==> src/rtl/ecr_pkg.sv <==
package ecr_pkg;

    // Fabric size
    localparam int ECR_NUM_CH   = 8;
    localparam int ECR_NUM_GEN  = 49;
    localparam int ECR_NUM_USR  = 23;
    localparam int ECR_NUM_SYNC = 4;
    localparam int ECR_ADDR_W   = 12;
    localparam int ECR_IDX_W    = 10;

    // Channel path selection; the fourth code acts as asynchronous
    typedef enum logic [1:0] {
        ECR_PATH_SYNC,
        ECR_PATH_RESYNC,
        ECR_PATH_ASYNC
    } ecr_path_t;

    // Register indices, byte address is four times the index
    localparam logic [9:0] ECR_IDX_PEND    = 10'h004;
    localparam logic [9:0] ECR_IDX_FLAGS   = 10'h005;
    localparam logic [9:0] ECR_IDX_MASK    = 10'h006;
    localparam logic [9:0] ECR_IDX_PRICTL  = 10'h008;
    localparam logic [9:0] ECR_IDX_CHATTR  = 10'h009;
    localparam logic [9:0] ECR_IDX_USRATTR = 10'h00A;
    localparam logic [9:0] ECR_IDX_CHCFG0  = 10'h020;
    localparam logic [9:0] ECR_IDX_CHSTAT0 = 10'h027;
    localparam logic [9:0] ECR_IDX_STRIDE  = 10'h008;
    localparam logic [9:0] ECR_IDX_USRCFG0 = 10'h060;

    // Field positions
    localparam int ECR_ROUND_ROBIN_ENABLE_BIT     = 7;
    localparam int ECR_PATH_LSB     = 8;
    localparam int ECR_PEND_OVR_BIT = 8;
    localparam int ECR_PEND_EVD_BIT = 9;
    localparam int ECR_PEND_BSY_BIT = 15;
    localparam int ECR_FLAG_OVR_LSB = 8;

    // Values after reset
    localparam logic [7:0]  ECR_PRICTL_RST = 8'h00;
    localparam logic [7:0]  ECR_CHSTAT_RST = 8'h01;
    localparam logic [15:0] ECR_FLAGS_RST  = 16'h0000;
    localparam logic [7:0]  ECR_ATTR_RST   = 8'h00;
    localparam ecr_path_t   ECR_PATH_RST   = ECR_PATH_SYNC;

    // AXI responses
    localparam logic [1:0] ECR_RESP_OKAY   = 2'b00;
    localparam logic [1:0] ECR_RESP_SLVERR = 2'b10;
    localparam logic [1:0] ECR_RESP_DECERR = 2'b11;

endpackage : ecr_pkg

==> src/rtl/ecr_event_router.sv <==
// Chosen here: the AXI4-Lite interface to the registers.
module ecr_event_router #(
    parameter int NUM_GEN = ecr_pkg::ECR_NUM_GEN,
    parameter int NUM_USR = ecr_pkg::ECR_NUM_USR
) (
    input  wire logic                          aclk,
    input  wire logic                          aresetn,
    input  wire logic                          ce,
    input  wire logic [ecr_pkg::ECR_ADDR_W-1:0] awaddr,
    input  wire logic [2:0]                    awprot,
    input  wire logic                          awvalid,
    output logic                               awready,
    input  wire logic [31:0]                   wdata,
    input  wire logic [3:0]                    wstrb,
    input  wire logic                          wvalid,
    output logic                               wready,
    output logic [1:0]                         bresp,
    output logic                               bvalid,
    input  wire logic                          bready,
    input  wire logic [ecr_pkg::ECR_ADDR_W-1:0] araddr,
    input  wire logic [2:0]                    arprot,
    input  wire logic                          arvalid,
    output logic                               arready,
    output logic [31:0]                        rdata,
    output logic [1:0]                         rresp,
    output logic                               rvalid,
    input  wire logic                          rready,
    input  wire logic [NUM_GEN-1:0]            gen_event,
    input  wire logic [NUM_USR-1:0]            user_ready,
    input  wire logic [NUM_USR-1:0]            user_ack,
    input  wire logic [ecr_pkg::ECR_NUM_SYNC-1:0] channel_generic_clock,
    output logic [NUM_USR-1:0]                 user_event,
    output logic                               irq
);
    import ecr_pkg::*;

    localparam int NC = ECR_NUM_CH;

    // Selector fields are six and four bits wide
    if (NUM_GEN < 1 || NUM_GEN > 63) begin : g_bad_gen
        $error("NUM_GEN must be 1 to 63");
    end
    if (NUM_USR < 1 || NUM_USR > 32) begin : g_bad_usr
        $error("NUM_USR must be 1 to 32");
    end

    // Arbitration: lowest channel first, rotation over 0..3 after the pointer
    function automatic logic [3:0] ecr_arbitrate(input logic [7:0] req, input logic rr,
                                                 input logic [1:0] ptr);
        logic [3:0] res;
        logic [1:0] k;
        res = 4'h0;
        for (int i = 7; i >= 0; i--) begin
            if (req[i]) res = {1'b1, 3'(i)};
        end
        if (rr) begin
            for (int j = 4; j >= 1; j--) begin
                k = ptr + 2'(j);
                if (req[k]) res = {2'b10, k};
            end
        end
        return res;
    endfunction : ecr_arbitrate

    logic                  aw_held_q, w_held_q, aw_ns_q;
    logic [ECR_ADDR_W-1:0] awaddr_q;
    logic [31:0]           wdata_q, rdata_q;
    logic [3:0]            wstrb_q;
    logic                  awready_q, wready_q, bvalid_q, arready_q, rvalid_q;
    logic [1:0]            bresp_q, rresp_q;
    logic                  round_robin_enable_q;
    logic [1:0]            pri_q;
    logic [15:0]           flags_q, mask_q;
    logic [NC-1:0]         chattr_q;
    logic [NUM_USR-1:0]    usrattr_q;
    logic [5:0]            gsel_q [NC];
    ecr_path_t             path_q [NC];
    logic [3:0]            usel_q [NUM_USR];
    logic [NUM_USR-1:0]    user_event_q;
    logic                  irq_q;
    logic [NC-1:0]         sel_evt_q;

    // Bus handshake decode
    wire do_wr     = aw_held_q & w_held_q & ~bvalid_q;
    wire aw_take   = awvalid & awready_q;
    wire w_take    = wvalid & wready_q;
    wire ar_take   = arvalid & arready_q;
    wire aw_held_d = ~do_wr & (aw_held_q | aw_take);
    wire w_held_d  = ~do_wr & (w_held_q | w_take);
    wire rvalid_d  = ar_take | (rvalid_q & ~rready);
    wire [9:0]  widx = awaddr_q[11:2];
    wire [9:0]  ridx = araddr[11:2];
    wire        r_ns = arprot[1];
    wire [31:0] wm   = {{8{wstrb_q[3]}}, {8{wstrb_q[2]}}, {8{wstrb_q[1]}}, {8{wstrb_q[0]}}};
    wire [31:0] wd   = wdata_q & wm;

    // Fixed register write decode; security registers refuse non-secure writers
    wire hit_pend    = widx == ECR_IDX_PEND;
    wire hit_flags   = widx == ECR_IDX_FLAGS;
    wire hit_mask    = widx == ECR_IDX_MASK;
    wire hit_pri     = widx == ECR_IDX_PRICTL;
    wire hit_chattr  = widx == ECR_IDX_CHATTR;
    wire hit_usrattr = widx == ECR_IDX_USRATTR;
    wire we_pend     = do_wr & hit_pend;
    wire we_flags    = do_wr & hit_flags;
    wire we_mask     = do_wr & hit_mask;
    wire we_pri      = do_wr & hit_pri & ~aw_ns_q;
    wire we_chattr   = do_wr & hit_chattr & ~aw_ns_q;
    wire we_usrattr  = do_wr & hit_usrattr & ~aw_ns_q;
    wire [15:0] ns_ok = aw_ns_q ? {chattr_q, chattr_q} : 16'hFFFF;

    logic [NC-1:0]      ch_hit, we_chcfg, sel_evt, trig, ch_async, ch_out;
    logic [NC-1:0]      busy_w, rdy_w, ovr_set;
    logic [NUM_USR-1:0] usr_hit, we_usr;
    logic [NUM_USR-1:0] conn_w [NC];
    logic [7:0]         status_w [NC];
    wire  [NUM_GEN:0]   gen_ext = {gen_event, 1'b0};
    wire  [NC:0]        ch_ext  = {ch_out, 1'b0};

    wire wr_denied = aw_ns_q & (hit_pri | hit_chattr | hit_usrattr
                   | |(ch_hit & ~chattr_q) | |(usr_hit & ~usrattr_q));
    wire wr_mapped = hit_pend | hit_flags | hit_mask | hit_pri | hit_chattr | hit_usrattr
                   | |ch_hit | |usr_hit;

    // Per-channel routing
    for (genvar c = 0; c < NC; c++) begin : g_ch
        assign ch_hit[c]   = widx == 10'(ECR_IDX_CHCFG0 + c * ECR_IDX_STRIDE);
        assign we_chcfg[c] = do_wr & ch_hit[c] & (~aw_ns_q | chattr_q[c]);
        // Any channel reaches any generator; code zero or past range is none
        assign sel_evt[c]  = (gsel_q[c] <= 6'(NUM_GEN)) & gen_ext[gsel_q[c]];
        assign ch_async[c] = (c >= ECR_NUM_SYNC)
                           | ((path_q[c] != ECR_PATH_SYNC) && (path_q[c] != ECR_PATH_RESYNC));
        assign trig[c]     = (path_q[c] == ECR_PATH_RESYNC) ? sel_evt[c] & ~sel_evt_q[c]
                                                            : sel_evt[c];
        // Vacuously ready when no user listens
        assign rdy_w[c]    = &(~conn_w[c] | user_ready);
        assign status_w[c] = {6'h00, busy_w[c] & ~ch_async[c], rdy_w[c] & ~ch_async[c]};

        if (c < ECR_NUM_SYNC) begin : g_sync
            logic               gs1_q, gs2_q, gs3_q, pend_q;
            logic [NUM_USR-1:0] ack_wait_q;
            wire tick = gs2_q & ~gs3_q;
            wire fire = tick & pend_q & ~ch_async[c];
            // Rising channel clock edges move the held event out, one aclk pulse
            assign ch_out[c]  = ch_async[c] ? sel_evt[c] : fire;
            // A held event counts as unhandled until every user selecting the channel when it fired has acknowledged it
            assign busy_w[c]  = pend_q | (|ack_wait_q);
            assign ovr_set[c] = trig[c] & ~ch_async[c] & (pend_q | busy_w[c]);
            // Channel clock is foreign: two stages before the edge detector
            always_ff @(posedge aclk) begin
                if (!aresetn) begin
                    gs1_q      <= 1'b0;
                    gs2_q      <= 1'b0;
                    gs3_q      <= 1'b0;
                    pend_q     <= 1'b0;
                    ack_wait_q <= '0;
                end else if (ce) begin
                    gs1_q      <= channel_generic_clock[c];
                    gs2_q      <= gs1_q;
                    gs3_q      <= gs2_q;
                    pend_q     <= (pend_q & ~fire) | (trig[c] & ~ch_async[c]);
                    ack_wait_q <= fire ? conn_w[c] : ack_wait_q & ~user_ack;
                end
            end
        end else begin : g_async
            assign ch_out[c]  = sel_evt[c];
            assign busy_w[c]  = 1'b0;
            assign ovr_set[c] = 1'b0;
        end
    end

    // Per-user channel choice
    for (genvar u = 0; u < NUM_USR; u++) begin : g_usr
        assign usr_hit[u] = widx == 10'(ECR_IDX_USRCFG0 + u);
        assign we_usr[u]  = do_wr & usr_hit[u] & (~aw_ns_q | usrattr_q[u]);
        for (genvar c = 0; c < NC; c++) begin : g_conn
            assign conn_w[c][u] = usel_q[u] == 4'(c + 1);
        end
        always_ff @(posedge aclk) begin
            if (!aresetn) begin
                usel_q[u]       <= 4'h0;
                user_event_q[u] <= 1'b0;
            end else if (ce) begin
                if (we_usr[u]) usel_q[u] <= wd[3:0];
                user_event_q[u] <= (usel_q[u] <= 4'(NC)) & ch_ext[usel_q[u]];
            end
        end
    end

    // Channel configuration registers
    for (genvar c = 0; c < NC; c++) begin : g_cfg
        always_ff @(posedge aclk) begin
            if (!aresetn) begin
                gsel_q[c]    <= 6'h00;
                path_q[c]    <= ECR_PATH_RST;
                sel_evt_q[c] <= 1'b0;
            end else if (ce) begin
                sel_evt_q[c] <= sel_evt[c];
                if (we_chcfg[c]) begin
                    gsel_q[c] <= wd[5:0];
                    path_q[c] <= ecr_path_t'(wd[ECR_PATH_LSB +: 2]);
                end
            end
        end
    end

    // Interrupt arbitration over per-channel unmasked flags
    wire [7:0] req     = (flags_q[7:0] & mask_q[7:0])
                       | (flags_q[15:8] & mask_q[15:8]);
    wire [3:0] grant   = ecr_arbitrate(req, round_robin_enable_q, pri_q);
    wire [2:0] gid     = grant[2:0];
    wire       g_ok    = grant[3] & (~aw_ns_q | chattr_q[gid]);
    wire [7:0] g_onehot = 8'h01 << gid;
    wire [15:0] clr_pend = (we_pend & g_ok)
                         ? {wd[ECR_PEND_OVR_BIT] ? g_onehot : 8'h00,
                            wd[ECR_PEND_EVD_BIT] ? g_onehot : 8'h00} : 16'h0000;
    wire [15:0] clr_flag = we_flags ? (wd[15:0] & ns_ok) : 16'h0000;
    wire [15:0] set_flag = {ovr_set, ch_out};
    // Set is ORed last so a same-cycle event survives its clear
    wire [15:0] flags_d  = (flags_q & ~(clr_pend | clr_flag)) | set_flag;
    wire        upd_pri  = (we_pend | we_flags) & round_robin_enable_q & grant[3] & ~gid[2];

    // Arbitration and interrupt state
    always_ff @(posedge aclk) begin
        if (!aresetn) begin
            round_robin_enable_q    <= ECR_PRICTL_RST[ECR_ROUND_ROBIN_ENABLE_BIT];
            pri_q     <= ECR_PRICTL_RST[1:0];
            flags_q   <= ECR_FLAGS_RST;
            mask_q    <= ECR_FLAGS_RST;
            chattr_q  <= ECR_ATTR_RST;
            usrattr_q <= '0;
            irq_q     <= 1'b0;
        end else if (ce) begin
            flags_q <= flags_d;
            irq_q   <= |(flags_q & mask_q);
            if (we_mask) mask_q <= (mask_q & ~(wm[15:0] & ns_ok)) | (wd[15:0] & ns_ok);
            if (we_chattr) chattr_q <= wd[7:0];
            if (we_usrattr) usrattr_q <= wd[NUM_USR-1:0];
            if (we_pri) begin
                round_robin_enable_q <= wd[ECR_ROUND_ROBIN_ENABLE_BIT];
                // Pointer kept when round-robin is switched off
                if (wd[ECR_ROUND_ROBIN_ENABLE_BIT]) pri_q <= wd[1:0];
            end else if (upd_pri) begin
                pri_q <= gid[1:0];
            end
        end
    end

    // Read selection
    logic [31:0] rd_data;
    logic [1:0]  rd_resp;
    always_comb begin
        rd_data = 32'h0000_0000;
        rd_resp = ECR_RESP_DECERR;
        unique case (ridx)
            ECR_IDX_PEND: begin
                rd_resp = ECR_RESP_OKAY;
                rd_data[2:0] = gid;
                rd_data[ECR_PEND_OVR_BIT] = grant[3] & flags_q[ECR_FLAG_OVR_LSB + 32'(gid)];
                rd_data[ECR_PEND_EVD_BIT] = grant[3] & flags_q[gid];
                rd_data[ECR_PEND_BSY_BIT] = busy_w[gid];
            end
            ECR_IDX_FLAGS:   begin rd_resp = ECR_RESP_OKAY; rd_data[15:0] = flags_q; end
            ECR_IDX_MASK:    begin rd_resp = ECR_RESP_OKAY; rd_data[15:0] = mask_q;  end
            ECR_IDX_PRICTL: begin
                rd_resp = ECR_RESP_OKAY;
                rd_data[ECR_ROUND_ROBIN_ENABLE_BIT] = round_robin_enable_q;
                rd_data[1:0] = pri_q;
            end
            ECR_IDX_CHATTR:  begin rd_resp = ECR_RESP_OKAY; rd_data[7:0] = chattr_q; end
            ECR_IDX_USRATTR: begin rd_resp = ECR_RESP_OKAY; rd_data[NUM_USR-1:0] = usrattr_q; end
            default: ;
        endcase
        for (int c = 0; c < NC; c++) begin
            if (ridx == 10'(ECR_IDX_CHCFG0 + c * ECR_IDX_STRIDE)) begin
                rd_resp = ECR_RESP_OKAY;
                rd_data[5:0] = gsel_q[c];
                rd_data[ECR_PATH_LSB +: 2] = path_q[c];
            end
            if (ridx == 10'(ECR_IDX_CHSTAT0 + c * ECR_IDX_STRIDE)) begin
                // Secure channel hidden from non-secure readers
                rd_resp = (r_ns & ~chattr_q[c]) ? ECR_RESP_SLVERR : ECR_RESP_OKAY;
                rd_data[7:0] = (r_ns & ~chattr_q[c]) ? 8'h00 : status_w[c];
            end
        end
        for (int u = 0; u < NUM_USR; u++) begin
            if (ridx == 10'(ECR_IDX_USRCFG0 + u)) begin
                rd_resp = ECR_RESP_OKAY;
                rd_data[3:0] = usel_q[u];
            end
        end
    end

    // AXI4-Lite slave: one write and one read in flight
    always_ff @(posedge aclk) begin
        if (!aresetn) begin
            aw_held_q <= 1'b0;
            w_held_q  <= 1'b0;
            awready_q <= 1'b0;
            wready_q  <= 1'b0;
            bvalid_q  <= 1'b0;
            bresp_q   <= ECR_RESP_OKAY;
            arready_q <= 1'b0;
            rvalid_q  <= 1'b0;
            rresp_q   <= ECR_RESP_OKAY;
            rdata_q   <= 32'h0000_0000;
            awaddr_q  <= '0;
            aw_ns_q   <= 1'b0;
            wdata_q   <= 32'h0000_0000;
            wstrb_q   <= 4'h0;
        end else if (ce) begin
            aw_held_q <= aw_held_d;
            w_held_q  <= w_held_d;
            awready_q <= ~aw_held_d;
            wready_q  <= ~w_held_d;
            arready_q <= ~rvalid_d;
            rvalid_q  <= rvalid_d;
            if (aw_take) begin
                awaddr_q <= awaddr;
                aw_ns_q  <= awprot[1];
            end
            if (w_take) begin
                wdata_q <= wdata;
                wstrb_q <= wstrb;
            end
            if (do_wr) begin
                bvalid_q <= 1'b1;
                bresp_q  <= !wr_mapped ? ECR_RESP_DECERR
                          : wr_denied  ? ECR_RESP_SLVERR : ECR_RESP_OKAY;
            end else if (bready) begin
                bvalid_q <= 1'b0;
            end
            if (ar_take) begin
                rdata_q <= rd_data;
                rresp_q <= rd_resp;
            end
        end
    end

    assign awready    = awready_q;
    assign wready     = wready_q;
    assign bvalid     = bvalid_q;
    assign bresp      = bresp_q;
    assign arready    = arready_q;
    assign rvalid     = rvalid_q;
    assign rdata      = rdata_q;
    assign rresp      = rresp_q;
    assign user_event = user_event_q;
    assign irq        = irq_q;
endmodule : ecr_event_router

==> config.mk <==
export PLATFORM = sky130hd
export DESIGN_NAME = ecr_event_router
export DESIGN_NICKNAME = d
export VERILOG_FILES = /design/src/rtl/ecr_pkg.sv /design/src/rtl/ecr_event_router.sv
export SDC_FILE = /design/constraint.sdc
export NUM_CORES = 1
export LEC_CHECK = 0
export BUFFER_PORTS_ARGS = -buffer_cell sky130_fd_sc_hd__buf_2
export CAP_MARGIN = 25
export CORE_UTILIZATION = 50
export DETAILED_ROUTE_END_ITERATION = 6
export PLACE_DENSITY_LB_ADDON = 0.25
export SETUP_SLACK_MARGIN = 0.4
export SKIP_LAST_GASP = 1
export SLEW_MARGIN = 20
export SYNTH_ARGS = -nofsm -noshare
export SYNTH_HDL_FRONTEND = slang
export SYNTH_SLANG_ARGS = --single-unit
==> constraint.sdc <==
create_clock -name aclk -period 4.85 [get_ports aclk]
set_input_delay 0.7275 -clock aclk [delete_from_list [all_inputs] [get_ports aclk]]
set_output_delay 0.7275 -clock aclk [all_outputs]
set_load 0.02 [all_outputs]
Word level (Yosys, flattened, before mapping)
Memories as Yosys holds them, arrays and structs flattened.
Index checks and enable logic that the tools add are counted.
{"block": "word_totals", "ff_bits": 275, "input_bits": 173, "ramBits": 156, "n_memories": 3, "output_inout_bits": 65, "wordCells": 1071}
{"memory": "usel_q", "words": 23, "word_bits": 4, "rd": 23, "rd_clocked_by_memory_dff": 0, "write_ports": 23, "line_no": "ecr_event_router.sv:78", "source": "logic [3:0] usel_q [NUM_USR];"}
{"memory": "gsel_q", "words": 8, "word_bits": 6, "rd": 8, "rd_clocked_by_memory_dff": 0, "write_ports": 8, "line_no": "ecr_event_router.sv:76", "source": "logic [5:0] gsel_q [NC];"}
{"memory": "path_q", "words": 8, "word_bits": 2, "rd": 8, "rd_clocked_by_memory_dff": 0, "write_ports": 8, "line_no": "ecr_event_router.sv:77", "source": "ecr_path_t path_q [NC];"}
{"block": "op_classes", "n_lt_le_gt_ge": 69, "eq_ne": 183, "add_sub_neg": 4, "bitwise_logic": 323, "mux": 386, "shift": 1, "reduce_logical": 34}
{"cell": "10-bit by 7-bit == test with 1-bit output, second input constant", "count": 58}
{"cell": "4-bit 2-to-1 mux", "count": 59}
{"cell": "4-bit by 2-bit == test with 1-bit output, second input constant", "count": 46}
{"cell": "1-bit 2-to-1 mux", "count": 174}
{"cell": "1-bit bitwise AND", "count": 162}
{"cell": "2-bit 2-to-1 mux", "count": 73}
{"cell": "23-bit bitwise AND", "count": 6}
{"cell": "23-bit inverter", "count": 6}
{"cell": "23-bit OR reduction", "count": 6}
{"cell": "10-bit by 6-bit == test with 1-bit output, second input constant", "count": 12}
{"cell": "4-bit by 5-bit less-than comparator with 1-bit output, second input constant", "count": 23}
{"cell": "1-bit OR", "count": 98}
{"cell": "1-bit binary-select mux with 4-bit select", "count": 24}
{"cell": "6-bit 2-to-1 mux", "count": 16}
{"cell": "4-bit by 1-bit == test with 1-bit output, second input constant", "count": 23}
{"cell": "4-bit by 3-bit == test with 1-bit output, second input constant", "count": 23}
{"cell": "4-bit less-or-equal comparator, second input constant", "count": 23}
{"cell": "23-bit 2-to-1 mux", "count": 4}
{"cell": "23-bit OR", "count": 4}
{"cell": "23-bit AND reduction", "count": 4}
{"cell": "16-bit bitwise AND", "count": 5}
{"cell": "8-bit 2-to-1 mux", "count": 10}
{"cell": "10-bit by 3-bit == test with 1-bit output, second input constant", "count": 6}
{"cell": "10-bit by 4-bit == test with 1-bit output, second input constant", "count": 6}
{"cell": "38 further kinds", "count": 129}

Longest topological paths before layout
{"block": "depth", "ltp_word": 55, "depth_mapped": 13, "mapped_depth_nobuf": 9}

Worst setup path before layout
No wires, ideal clock.
{"block": "synth_path", "path_kind": "input -> register", "from": "in gen_event[10]", "to": "reg user_event_q[11], in the netlist user_event[11]", "setup_slack_ps": 1889, "setup_time_ps": 132, "arrival_time_ps": 2830, "path_buffers": 1, "stages": 8, "required_time_ps": 4718, "path_cell_list": "mux4_2 -> or4b_1 -> o22a_1 -> a41oi_2 -> buf_2 -> a21oi_1 -> o311ai_0 -> a21boi_0"}
{"block": "synth_between", "elab_chain_len": 7, "word_cells_on_any_way": 31, "classes_between": "22 x mux; 9 x bitwise"}
{"item": "start, declared", "line_no": "ecr_event_router.sv:28", "source": "input wire logic [NUM_GEN-1:0] gen_event,"}
{"item": "1-bit binary-select mux with 6-bit select", "line_no": "ecr_event_router.sv:130", "source": "assign sel_evt[c] = (gsel_q[c] <= 6'(NUM_GEN)) & gen_ext[gsel_q[c]];"}
{"item": "1-bit 2-to-1 mux (implied by the code)", "line_no": "ecr_event_router.sv:130"}
{"item": "1-bit bitwise AND", "line_no": "ecr_event_router.sv:130"}
{"item": "1-bit 2-to-1 mux", "line_no": "ecr_event_router.sv:145", "source": "assign ch_out[c] = ch_async[c] ? sel_evt[c] : fire;"}
{"item": "1-bit binary-select mux with 4-bit select *", "line_no": "ecr_event_router.sv:185", "source": "user_event_q[u] <= (usel_q[u] <= 4'(NC)) & ch_ext[usel_q[u]];"}
{"item": "1-bit 2-to-1 mux (implied by the code) *", "line_no": "ecr_event_router.sv:185"}
{"item": "1-bit bitwise AND *", "line_no": "ecr_event_router.sv:185"}
{"item": "end signal, assigned by index", "line_no": "ecr_event_router.sv:185"}
{"item": "end, declared", "line_no": "ecr_event_router.sv:79", "source": "logic [NUM_USR-1:0] user_event_q;"}
Every way passes the cells marked *; elsewhere a longest branch is shown, timed or not. The select of a mux whose other input is x is not followed.
A chain may end at the register's enable or synchronous reset.

==> results.tsv <==
stage	metric	value	unit
cells_and_area	drive_above_1_share	14.0	%
timing	setup_viol	0	
critical_path	cp.required	5.35	ns
clocking	cts_resized	0	
global_route	grtUsageTotal	44.0	%
drt	viasPerCell	7.00	
drt	dr.pass1.iters	6	
drt	wl_per_cell	30.3	um
critical_path	rr_worst_depth	10	
timing	worst_slew_pin_slew	1.23	ns
placed_design	gp_congestion	1.08	
die	fp.coreArea	56400	um^2
global_route	grt_pass1_wl	185000	um
logic_synthesis	netlist_area	28500	um^2
clocking	clockBufferDepth	3	
timing	hold_viol_final	0	
critical_path	cp.arrival	4.55	ns
drt	vias	30000	
critical_path	cp-start-kind	flip-flop	
critical_path	path_cells	mux4_2, mux2i_1, o311a_1, nor3_2, a21o_1, buf_4, o21ai_0, a21oi_1, nor3_1, nor4b_1	
die	design.die.area	58000	um^2
timing	layout_min_cycle_time	4.04	ns
drt	met1Wirelength	50700	um
critical_path	crit_path_max_incr_delay	0.95	ns
status	status	finished, final reports clean	
timing	timing.setup.tns	0	ns
logic_synthesis	ys_ff_latch	429	
logic_synthesis	avgSynthCellArea	8.29	um^2
timing	fin_skew	0.0269	ns
clocking	root_buffer	clkbuf_16	
clocking	cts_setup_buffers	0	
drt	ant_nets	0	
critical_path	cp-end-kind	flip-flop	
logic_synthesis	yosysTopAreaCell	dfxtp_1	
die	start_util	50.6	%
cells_and_area	syn2layout_area_growth	11.1	%
clocking	path_clk_slew	0.07	ns
global_route	antenna_found_initial	3	
logic_synthesis	ys_seq_area_share	35.6	%
critical_path	crit_fanout	15	
power_and_ir_drop	ir_drop	0.000266	V
timing	slew_headroom	17.4	%
logic_synthesis	synthesis.yosys.warnings	0	
clocking	hold_buffers	0	
timing	fmax	247	MHz
min_path	whs_path_depth	3	
placed_design	portBuffers	210	
die	rows	87	
drt	drt_iter0_drc	4746	
clocking	cts_tree	built	
power_and_ir_drop	power_density	280	nW/um^2
placed_design	hpwl	95400	um
logic_synthesis	synthTopCellsByArea	dfxtp_1 19%, edfxtp_1 16%, mux4_2 5.7%	
die	dieWidth	241	um
clocking	cts.sink_count	429	
clocking	cts_made_buffers	47	
power_and_ir_drop	p_leak	11.0	nW
logic_synthesis	synth-edff-count	156	
drt	met2_length	53800	um
logic_synthesis	syn_inst	3442	
logic_synthesis	ys.flop_type	dfxtp_1	
clocking	htree_levels	2	
cells_and_area	nets	3666	
global_route	first_global_vias	26800	
timing	whs	0.383	ns
cells_and_area	fillers	5412	
timing	finalCritPeriodShare	83.3	%
cells_and_area	final-instance-count-excl-fill	4291	
critical_path	worstSetupPathType	flip-flop to flip-flop	
drt	wl_met3	18600	um
logic_synthesis	synthArstFlopShare	0	%
drt	route.detailed.drc	0	
drt	finalWirelength	130000	um
drt	top_layer	met5	
timing	rsz0062_at_grt	false	
placed_design	dp.cells	4197	
min_path	min_path_type	input pin to flip-flop	
die	ios	238	
global_route	grt.overflow.total	0	
flow_run	cap_violations	0	
critical_path	critPathSlowestCell	edfxtp_1	
timing	drv_slew	0	
clocking	clock_latency	0.60	ns
die	fp.dieH	241	um
logic_synthesis	synth.distinct_cells	91	
logic_synthesis	yosysTopAreaCellShare	19.2	%
global_route	grt_start_max_net_pins	125	
[cell usage after synthesis, types with 20 or more instances]
| cell type | number |
|---|---|
| o221ai_1 | 26 |
| nor4_1 | 58 |
| a221oi_1 | 22 |
| or3_1 | 23 |
| and2_1 | 35 |
| nor2b_1 | 97 |
| a21boi_0 | 138 |
| mux2i_1 | 150 |
| a22oi_1 | 66 |
| edfxtp_1 | 156 |
| nor2_1 | 370 |
| dfxtp_1 | 273 |
| a211oi_1 | 20 |
| nor4b_1 | 22 |
| nand2_1 | 420 |
| mux4_2 | 72 |
| o22ai_1 | 23 |
| a21oi_1 | 133 |
| nand2b_1 | 60 |
| nand3_1 | 116 |
| buf_2 | 32 |
| a311oi_1 | 26 |
| nand4_1 | 69 |
| and3_1 | 20 |
| nand4b_1 | 35 |
| o21ai_0 | 264 |
| clkbuf_1 | 230 |
| inv_1 | 76 |
| nor3_1 | 87 |
[critical path: cells and delay by family, from the launching register on]
family,cells,cell delay (ns)
buffers and inverters,1,0.35
DFF,1,0.95
and+or+nand+nor,3,0.90
muxes,2,0.45
AOI/OAI and AO/OA,4,1.29
[through the flow]
step	total power [W]	utilization, %	instance area (um^2)	worst slack [ns]
detailed placement	0.00515	53.3	30000	0.954
finish	0.00889	56.2	31700	0.808
floorplan	0.00464	-	28600	1.89
global route	0.00908	56.2	31700	0.558
CTS	0.00883	56.1	31600	0.936
global placement	0.00514	53.3	30000	0.982
[layout make-up]
class	count	area, um^2	area share (%)
inverter	77	289	0.912
tap	756	946	2.98
clock buffer	65	1360	4.28
timing repair buffer	286	1670	5.26
sequential	429	10100	32.0
clock inverter	23	248	0.781
antenna	3	7.51	0.0237
multi-input combinational	2652	17000	53.8
[sequential cells by signal (all words and copies together), names as in the netlist, 2 cells and up]
| signal | flops |
|---|---|
| awaddr_q | 10 |
| bresp | 2 |
| chattr_q | 8 |
| flags_q | 16 |
| g_ch.g_sync.ack_wait_q | 92 |
| g_ch.g_sync.gs1_q | 4 |
| g_ch.g_sync.gs2_q | 4 |
| g_ch.g_sync.gs3_q | 4 |
| g_ch.g_sync.pend_q | 4 |
| gsel_q | 48 |
| mask_q | 16 |
| path_q | 16 |
| pri_q | 2 |
| rdata | 23 |
| rresp | 2 |
| sel_evt_q | 4 |
| usel_q | 92 |
| user_event | 23 |
| usrattr_q | 23 |
| wdata_q | 23 |
| wstrb_q | 3 |
[placed cells by master (no fill, tap or decap), types with 69 or more instances in the layout]
cell      instances
buf_2           210
buf_4            70
nor2b_1          97
nor2_1          370
a21boi_0        138
o21ai_0         264
nand2_1         415
mux4_2           72
a21oi_1         133
inv_1            76
edfxtp_1        156
dfxtp_1         273
nand3_1         115
nand4_1          69
mux2i_1         150
nor3_1           85
[worst paths after layout]
kind	to	slack, ns	from
worst max-delay path	user_event[1]	0.81	gsel_q[0][0]
worst min-delay path	wdata_q[3]	0.38	wdata[3]
worst max register to register	user_event[1]	0.81	gsel_q[0][0]
worst min register to register	wdata_q[16]	0.46	wdata_q[16]
[kinds of logic after synthesis]
family / share of synthesized area [%]
XOR/XNOR: 0.0307
flip-flops: 35.6
other: 0.0131
AO/OA/AOI/OAI: 21.2
AND/OR/NAND/NOR: 26.3
buffers and inverters: 5.25
multiplexers: 11.6
[where the power goes]
group          leakage, nW  switching (W)  total, W  internal [W]
combinational         6.34       0.000692   0.00110      0.000404
clock                0.790        0.00157   0.00375       0.00218
sequential            3.82       0.000234   0.00404       0.00381
total                 11.0        0.00250   0.00889       0.00640
[metal layers]
layer / GRT usage, % / up-vias
li1: - / 12900
met3: 13.1 / 361
met1: 60.2 / 14400
met5: 0 / -
met2: 63.1 / 2299
met4: 20.9 / 2
Power figures use the tool's default switching activity.
